==> src/hdl/fwsr_pkg.sv <==
// package for the flash write status poller (host side)
// assumes a parallel nor flash with ce/oe/we strobes and an 8-bit data bus
package fwsr_pkg;
  // ==========================================================
  // status bit positions on the data bus
  localparam int unsigned POLL_BIT       = 7;
  localparam int unsigned OP_TOGGLE_BIT  = 6;
  localparam int unsigned TIME_LIMIT_BIT = 5;
  localparam int unsigned ERASE_WIN_BIT  = 3;
  localparam int unsigned SEC_TOGGLE_BIT = 2;
  // ==========================================================
  // widths
  localparam int unsigned ADDR_W = 21;
  localparam int unsigned DATA_W = 8;
  // ==========================================================
  // bus timing, given in ns or us and converted to cycles of sys_clk; GAP_CYC is given in cycles
  localparam int unsigned CLK_MHZ        = 50;
  localparam int unsigned READ_ACCESS_NS = 100;
  localparam int unsigned READ_CYC       = (READ_ACCESS_NS * CLK_MHZ + 999) / 1000;
  localparam int unsigned WRITE_PULSE_NS = 60;
  localparam int unsigned WRITE_CYC      = (WRITE_PULSE_NS * CLK_MHZ + 999) / 1000;
  localparam int unsigned GAP_CYC        = 2;
  localparam int unsigned LOAD_WIN_US    = 50;
  localparam int unsigned LOAD_WIN_CYC   = (LOAD_WIN_US * CLK_MHZ);
  localparam logic [7:0]  CNT_ZERO       = 8'h00;
  localparam logic [7:0]  READ_CYC_C     = 8'(READ_CYC);
  localparam logic [7:0]  WRITE_CYC_C    = 8'(WRITE_CYC);
  localparam logic [7:0]  GAP_CYC_C      = 8'(GAP_CYC);
  // ==========================================================
  // reset command data and address
  localparam logic [7:0]  RESET_CMD_DATA = 8'hf0;
  localparam logic [20:0] RESET_CMD_ADDR = 21'h000000;
  // ==========================================================
  // result codes
  localparam logic [1:0] RES_NONE = 2'h0;
  localparam logic [1:0] RES_DONE = 2'h1;
  localparam logic [1:0] RES_FAIL = 2'h2;
  localparam logic [1:0] RES_WIN  = 2'h3;
  // ==========================================================
  // operations requested by the user
  localparam logic [1:0] OP_POLL  = 2'h0;
  localparam logic [1:0] OP_WRITE = 2'h1;
  localparam logic [1:0] OP_ADD   = 2'h2;
  localparam logic [1:0] OP_RESET = 2'h3;

  typedef enum logic [3:0] {
    ST_IDLE   = 4'h0,
    ST_RD     = 4'h1,
    ST_RD_GAP = 4'h2,
    ST_WR     = 4'h3,
    ST_WR_GAP = 4'h4,
    ST_DONE   = 4'h5
  } fwsr_state_t;

  typedef enum logic [2:0] {
    PH_FIRST  = 3'h0,
    PH_SECOND = 3'h1,
    PH_RECHK  = 3'h2,
    PH_PRE    = 3'h3,
    PH_POST   = 3'h4,
    PH_WRITE  = 3'h5
  } fwsr_phase_t;
endpackage
==> src/hdl/fwsr_host.sv <==
// host controller that polls the flash write status and issues status-related writes
// assumes the flash pins are wired straight to the outputs; the flash data bus is
// split into din / dout / doe, and inputs are synchronous to sys_clk
//
// What this block does
// - host reads status twice in a row; equal toggles mean done
// - toggling with time limit high: recheck, still toggling means fail, reset is left to the user
// - host restarts double read whenever it resumes polling
// - after time limit failure host rejects write and add commands with fail until a reset is requested
// - valid polling and sector flags need a valid address from host
// - host checks erase window before and after each added sector
// - each added sector load starts within 50 us of prior write; host only flags a later start on res_late
`timescale 1ns/1ps
module fwsr_host (
  input  wire logic        sys_clk,
  input  wire logic        rst_n,
  // user side
  input  wire logic        req_valid,
  input  wire logic [1:0]  req_op,
  input  wire logic [20:0] req_addr,
  input  wire logic [7:0]  req_data,
  output logic             req_ready,
  output logic             res_valid,
  output logic [1:0]       res_code,
  output logic [7:0]       res_status,
  output logic             res_late,
  output logic             dev_ready,
  // flash pins
  output logic [20:0]      flash_addr,
  input  wire logic [7:0]  flash_din,
  output logic [7:0]       flash_dout,
  output logic             flash_doe,
  output logic             flash_ce_n,
  output logic             flash_oe_n,
  output logic             flash_we_n,
  input  wire logic        flash_ready_busy
);
  // ==========================================================
  // reset release
  logic [1:0] rst_sync_reg;
  logic       rst_int_n;
  always_ff @(posedge sys_clk or negedge rst_n) begin
    if (!rst_n) begin
      rst_sync_reg <= 2'b00;
    end else begin
      rst_sync_reg <= {rst_sync_reg[0], 1'b1};
    end
  end
  assign rst_int_n = rst_sync_reg[1];

  // ==========================================================
  // state
  typedef struct packed {
    fwsr_pkg::fwsr_state_t st;
    fwsr_pkg::fwsr_phase_t ph;
    logic [7:0]            cnt;
    logic [7:0]            first;
    logic [20:0]           addr;
    logic [7:0]            wdata;
    logic [15:0]           win_cnt;
    logic                  failed;
    logic                  add_op;
    logic                  req_ready;
    logic                  res_valid;
    logic [1:0]            res_code;
    logic [7:0]            res_status;
    logic                  res_late;
    logic                  dev_ready;
    logic [20:0]           flash_addr;
    logic [7:0]            flash_dout;
    logic                  flash_doe;
    logic                  flash_ce_n;
    logic                  flash_oe_n;
    logic                  flash_we_n;
  } fwsr_regs_t;

  fwsr_regs_t s_reg;
  fwsr_regs_t s_next;

  // operation toggle bit (OP_TOGGLE_BIT) differs between two reads
  function automatic logic toggled(input logic [7:0] a, input logic [7:0] b);
    toggled = (a[fwsr_pkg::OP_TOGGLE_BIT] != b[fwsr_pkg::OP_TOGGLE_BIT]);
  endfunction

  always_comb begin
    s_next           = s_reg;
    s_next.res_valid = 1'b0;
    s_next.dev_ready = flash_ready_busy;
    // window counter runs from the rising edge of every write
    if (s_reg.win_cnt != 16'h0000) begin
      s_next.win_cnt = s_reg.win_cnt - 16'h0001;
    end
    case (s_reg.st)
      fwsr_pkg::ST_IDLE: begin
        if (req_valid && s_reg.req_ready) begin
          s_next.req_ready  = 1'b0;
          s_next.addr       = req_addr;
          s_next.wdata      = req_data;
          s_next.flash_addr = req_addr;
          s_next.add_op     = (req_op == fwsr_pkg::OP_ADD);
          s_next.cnt        = fwsr_pkg::CNT_ZERO;
          case (req_op)
            fwsr_pkg::OP_POLL: begin
              s_next.ph = fwsr_pkg::PH_FIRST;
              s_next.st = fwsr_pkg::ST_RD;
            end
            fwsr_pkg::OP_ADD: begin
              if (s_reg.failed) begin
                s_next.res_code = fwsr_pkg::RES_FAIL;
                s_next.st       = fwsr_pkg::ST_DONE;
              end else begin
                s_next.ph = fwsr_pkg::PH_PRE;
                s_next.st = fwsr_pkg::ST_RD;
              end
            end
            fwsr_pkg::OP_RESET: begin
              s_next.ph         = fwsr_pkg::PH_WRITE;
              s_next.wdata      = fwsr_pkg::RESET_CMD_DATA;
              s_next.flash_addr = fwsr_pkg::RESET_CMD_ADDR;
              s_next.st         = fwsr_pkg::ST_WR;
            end
            default: begin
              // writes fail at once after a failure until a reset is written
              if (s_reg.failed) begin
                s_next.res_code = fwsr_pkg::RES_FAIL;
                s_next.st       = fwsr_pkg::ST_DONE;
              end else begin
                s_next.ph = fwsr_pkg::PH_WRITE;
                s_next.st = fwsr_pkg::ST_WR;
              end
            end
          endcase
        end
      end
      fwsr_pkg::ST_RD: begin
        s_next.flash_ce_n = 1'b0;
        s_next.flash_oe_n = 1'b0;
        s_next.cnt        = s_reg.cnt + 8'h01;
        if (s_reg.cnt == fwsr_pkg::READ_CYC_C) begin
          // sample at the end of the access; the strobe rise ends the read cycle
          s_next.flash_ce_n = 1'b1;
          s_next.flash_oe_n = 1'b1;
          s_next.cnt        = fwsr_pkg::CNT_ZERO;
          s_next.res_status = flash_din;
          s_next.st         = fwsr_pkg::ST_RD_GAP;
          case (s_reg.ph)
            fwsr_pkg::PH_FIRST: begin
              s_next.first = flash_din;
              s_next.ph    = fwsr_pkg::PH_SECOND;
            end
            fwsr_pkg::PH_SECOND: begin
              if (!toggled(s_reg.first, flash_din)) begin
                s_next.res_code = fwsr_pkg::RES_DONE;
                s_next.st       = fwsr_pkg::ST_DONE;
              end else if (flash_din[fwsr_pkg::TIME_LIMIT_BIT]) begin
                s_next.first = flash_din;
                s_next.ph    = fwsr_pkg::PH_RECHK;
              end else begin
                // still busy: keep polling pairwise
                s_next.first = flash_din;
              end
            end
            fwsr_pkg::PH_RECHK: begin
              if (!toggled(s_reg.first, flash_din)) begin
                s_next.res_code = fwsr_pkg::RES_DONE;
              end else begin
                s_next.res_code = fwsr_pkg::RES_FAIL;
                s_next.failed   = 1'b1;
              end
              s_next.st = fwsr_pkg::ST_DONE;
            end
            fwsr_pkg::PH_PRE: begin
              if (flash_din[fwsr_pkg::ERASE_WIN_BIT]) begin
                s_next.res_code = fwsr_pkg::RES_WIN;
                s_next.st       = fwsr_pkg::ST_DONE;
              end else begin
                s_next.res_late = (s_reg.win_cnt == 16'h0000);
                s_next.ph       = fwsr_pkg::PH_WRITE;
              end
            end
            fwsr_pkg::PH_POST: begin
              // high on the second check: the added sector may be lost
              s_next.res_code = flash_din[fwsr_pkg::ERASE_WIN_BIT] ? fwsr_pkg::RES_WIN : fwsr_pkg::RES_DONE;
              s_next.st       = fwsr_pkg::ST_DONE;
            end
            default: begin
              s_next.st = fwsr_pkg::ST_DONE;
            end
          endcase
        end
      end
      fwsr_pkg::ST_RD_GAP: begin
        s_next.cnt = s_reg.cnt + 8'h01;
        if (s_reg.cnt == fwsr_pkg::GAP_CYC_C) begin
          s_next.cnt = fwsr_pkg::CNT_ZERO;
          s_next.st  = (s_reg.ph == fwsr_pkg::PH_WRITE) ? fwsr_pkg::ST_WR : fwsr_pkg::ST_RD;
        end
      end
      fwsr_pkg::ST_WR: begin
        s_next.flash_ce_n = 1'b0;
        s_next.flash_we_n = 1'b0;
        s_next.flash_doe  = 1'b1;
        s_next.flash_dout = s_reg.wdata;
        s_next.cnt        = s_reg.cnt + 8'h01;
        if (s_reg.cnt == fwsr_pkg::WRITE_CYC_C) begin
          s_next.flash_ce_n = 1'b1;
          s_next.flash_we_n = 1'b1;
          s_next.cnt        = fwsr_pkg::CNT_ZERO;
          s_next.win_cnt    = 16'(fwsr_pkg::LOAD_WIN_CYC);
          s_next.st         = fwsr_pkg::ST_WR_GAP;
        end
      end
      fwsr_pkg::ST_WR_GAP: begin
        s_next.flash_doe = 1'b0;
        s_next.cnt       = s_reg.cnt + 8'h01;
        if (s_reg.cnt == fwsr_pkg::GAP_CYC_C) begin
          s_next.cnt = fwsr_pkg::CNT_ZERO;
          if (s_reg.flash_addr == fwsr_pkg::RESET_CMD_ADDR && s_reg.wdata == fwsr_pkg::RESET_CMD_DATA) begin
            s_next.failed = 1'b0;
          end
          if (s_reg.add_op) begin
            // second window check: the added sector may have been dropped
            s_next.ph = fwsr_pkg::PH_POST;
            s_next.st = fwsr_pkg::ST_RD;
          end else begin
            s_next.res_code = fwsr_pkg::RES_DONE;
            s_next.st       = fwsr_pkg::ST_DONE;
          end
        end
      end
      fwsr_pkg::ST_DONE: begin
        s_next.res_valid = 1'b1;
        s_next.req_ready = 1'b1;
        s_next.ph        = fwsr_pkg::PH_FIRST;
        s_next.st        = fwsr_pkg::ST_IDLE;
      end
      default: begin
        s_next.st = fwsr_pkg::ST_IDLE;
      end
    endcase
  end

  always_ff @(posedge sys_clk or negedge rst_int_n) begin
    if (!rst_int_n) begin
      s_reg            <= '0;
      s_reg.st         <= fwsr_pkg::ST_IDLE;
      s_reg.ph         <= fwsr_pkg::PH_FIRST;
      s_reg.req_ready  <= 1'b1;
      s_reg.dev_ready  <= 1'b1;
      s_reg.flash_ce_n <= 1'b1;
      s_reg.flash_oe_n <= 1'b1;
      s_reg.flash_we_n <= 1'b1;
    end else begin
      s_reg <= s_next;
    end
  end

  assign req_ready  = s_reg.req_ready;
  assign res_valid  = s_reg.res_valid;
  assign res_code   = s_reg.res_code;
  assign res_status = s_reg.res_status;
  assign res_late   = s_reg.res_late;
  assign dev_ready  = s_reg.dev_ready;
  assign flash_addr = s_reg.flash_addr;
  assign flash_dout = s_reg.flash_dout;
  assign flash_doe  = s_reg.flash_doe;
  assign flash_ce_n = s_reg.flash_ce_n;
  assign flash_oe_n = s_reg.flash_oe_n;
  assign flash_we_n = s_reg.flash_we_n;
endmodule

==> config.mk <==
export PLATFORM = sky130hd
export DESIGN_NAME = fwsr_host
export DESIGN_NICKNAME = d
export VERILOG_FILES = /design/src/hdl/fwsr_pkg.sv /design/src/hdl/fwsr_host.sv
export SDC_FILE = /design/constraint.sdc
export NUM_CORES = 1
export LEC_CHECK = 0
export ABC_AREA = 1
export BUFFER_PORTS_ARGS = -buffer_cell sky130_fd_sc_hd__buf_2
export CORE_ASPECT_RATIO = 1.25
export CORE_MARGIN = 5
export CORE_UTILIZATION = 26
export DETAILED_ROUTE_END_ITERATION = 12
export SYNTH_ARGS = -nofsm -noshare
export SYNTH_HDL_FRONTEND = slang
export SYNTH_SLANG_ARGS = --single-unit
==> constraint.sdc <==
create_clock -name sys_clk -period 3.6 [get_ports sys_clk]
set_clock_uncertainty 0.1 [all_clocks]
set_input_delay 0.36 -clock sys_clk [delete_from_list [all_inputs] [get_ports sys_clk]]
set_output_delay 0.36 -clock sys_clk [all_outputs]
set_load 0.02 [all_outputs]
==> impl_results.md <==
* Gr ovfl total at 0
* Crit Path Class: flop to flop
* Final net count at 732
* Critical path buffers and inverters at 2
* P per Cell Area at 371 nW/um^2
* First-pass GRT wire length at 20300 microns
* Final Hold Viols at 0
* Async SR Flop Fraction at 100%
* RSZ-0062 raised after global routing: false
* Maximum fanout along the worst path at 55
* Share of cells above drive strength 1 at 19.7%
* Final Util at 30.2%
* DRC Markers at 0
* Max clock buf depth at 2
* Max reg flops at 41
* Die Y at 163 microns
* CTS tree: done
* #FFs+latches synth at 90
* Avg Vias per Cell at 4.50
* Gate Count Post-Synth at 625
* Final ANT Viol Nets at 0
* Routed length per instance at 13.5 microns
* Synthesized cell area at 4870 sq um
* Kind of end point of the critical path: flop
* Fin crit share at 56.6%
* Port Buffers at 89
* Post-route cell area at 5630 sq um
* Max Freq at 491 MHz
* Max-cap violations at 0
* # placed instances at 899
* Final min period at 2.04 ns
* Core area at 18600 sq um
* Site Rows at 56
* Syn avg cell area at 7.80 sq um
* Die width at 132 microns
* Slowest CP cell: dfrtp_1
* Final std cells w/o fill at 919
* Worst-Margin Slew at 0.685 ns
* DR iter-0 viols at 219
* Fin. max-slew vios at 0
* Final TNS setup at 0 ns
* Slowest stage delay, CP at 0.47 ns
* Multi-input gate area at 2010 sq um
* # IOs at 90
* Clock Latency Late Sink at 0.34 ns
* Crit path max-delay family: buffers and inverters
* Setup WS post-layout at 1.56 ns
* Outcome: finished, final reports clean
* Post-synth top area share at 43.6%
* Pre-antenna DRT Iters at 4
* CTS H-tree depth at 3
* Ys flop type: dfrtp_1
* Commonest cells in the synthesized netlist: 149 x nand2_1, 85 x dfrtp_1, 69 x nand3_1, 67 x nor2_1
* Root Buffer: clkbuf_16
* Reg area at 2260 sq um
* Startpoint Class: flop
* Initial core utilization at 26.2%
* Post-cts resize count at 0
* Hold Crit Class: input pin to flop
* Die Area at 21600 sq um
* Leakage at 0.00276 uW
* Vias in the first global route at 4073
* Maximum VDD drop at 0.162 mV
* Critical Path RT at 3.77 ns
* Worst-path clk slew at 0.07 ns
* Largest net degree at the start of global routing at 56
* CTS Buf Count at 9
* Arr. time, crit path at 2.21 ns
* Area delta synth->final at 15.5%
* Vias at 4139
* Synth area leader: dfrtp_1
* Post-synthesis sequential area ratio at 46.3%
* Top cells by area, synth: dfrtp_1 44%, nand2_1 11%, nand3_1 7.1%, o21ai_0 6.3%, buf_4 6.2%
* Synth unique cells at 34
* Setup Viol. Count Final at 0
* Post-Syn Nets at 678
* Placed Area at 5290 sq um
* Minimum setup slack after placement at 1.50 ns
* Final WL at 12400 microns
* Most frequent cell after synthesis: nand2_1
* EDFF count, synth at 0
* Clk sinks at 90
* Ys Warns at 0
* Worst-path cell chain: nor2_2 -> nand2_2 -> nor2_4 -> buf_4 -> inv_1 -> a21o_1
* Fillcell total at 2006
* GR Util All Layers at 11.6%
* Initial antenna violation count at 2
* Relative slew slack at 54.0%
* Detailed placer's ending HPWL at 9350 microns
* Placer Congestion at 0.874
[worst paths after layout]
kind                                   from    endpoint  slack [ns]  depth (start not counted)
max in group asynchronous   rst_sync_reg[1]  flash_ce_n        2.50                          1
setup reg to reg                 s_reg[113]   req_ready        1.56                          6
hold / removal             flash_ready_busy   dev_ready        0.02                          1
hold reg to reg             rst_sync_reg[1]   s_reg[48]        0.11                          0
setup / recovery                 s_reg[113]   req_ready        1.56                          6
min in group asynchronous   rst_sync_reg[1]   s_reg[48]        0.11                          0
[layout by cell type (no fill, tap or decap), types with 2 or more instances in the layout]
cell type	n
nand2_1	149
buf_2	89
dfrtp_1	84
nand3_1	69
nor2_1	67
inv_1	61
o21ai_0	61
nand4_1	10
ha_1	10
xor2_1	9
clkbuf_16	9
inv_2	6
nand2_2	5
a21oi_1	5
dfstp_2	5
xnor2_1	4
o211ai_1	4
nor2_2	4
buf_4	4
diode_2	3
nor3_1	3
clkinv_1	2
nand3_2	2
o22ai_1	2
clkinv_2	2
bufinv_16	2
clkinvlp_4	2
[worst register-to-register path: stages, from the launching register on]
cell and delay, ns:
dfrtp_1 0.47, nor2_2 0.30, nand2_2 0.16, nor2_4 0.10, buf_4 0.40, inv_1 0.23, a21o_1 0.21
[what timing repair did]
item                                    CTS  global route
endpoints found under the hold margin     2             0
hold buffers                              1             0
buffers inserted                          0             0
endpoints found under the setup margin    0             0
[routing by layer]
metal  up-vias  routed length (microns)  GRT usage (%)
met3        21                      418           2.00
met4         0                      330           4.96
li1       2085                        -              -
met5         -                        0              0
met1      1952                     5250           13.5
met2        81                     6420           20.9
[layout make-up]
type / instances / share of cell area, %
Clock buffer: 9 / 4.00
Sequential cell: 90 / 40.2
Inverter: 69 / 4.60
Timing Repair Buffer: 94 / 8.62
Clock inverter: 7 / 1.67
Multi-Input combinational cell: 415 / 35.6
Tap cell: 232 / 5.16
Antenna cell: 3 / 0.133
[per-stage QoR]
step	power [uW]	hold WS, ns
after detailed placement	1100	0.0514
after floorplan	1060	-0.0356
after global routing	2170	0.0109
after CTS	2120	0.00663
final	2090	0.0184
after global placement	1100	0.0510
[cell families after synthesis]
group,count (synthesis),share of synthesized area [%]
DFF,90,46.3
other,1,0.0769
adders and majority gates,10,2.57
AOI/OAI and AO/OA,79,8.70
buffers and inverters,120,12.5
and+or+nand+nor,312,27.5
xor gates and xnor gates,13,2.34
[power breakdown]
group | internal, uW | switching [uW]
combinational | 23.2 | 39.3
sequential | 1010 | 4.78
clock | 607 | 399
total | 1640 | 444
(Power assumes the default switching activity.)
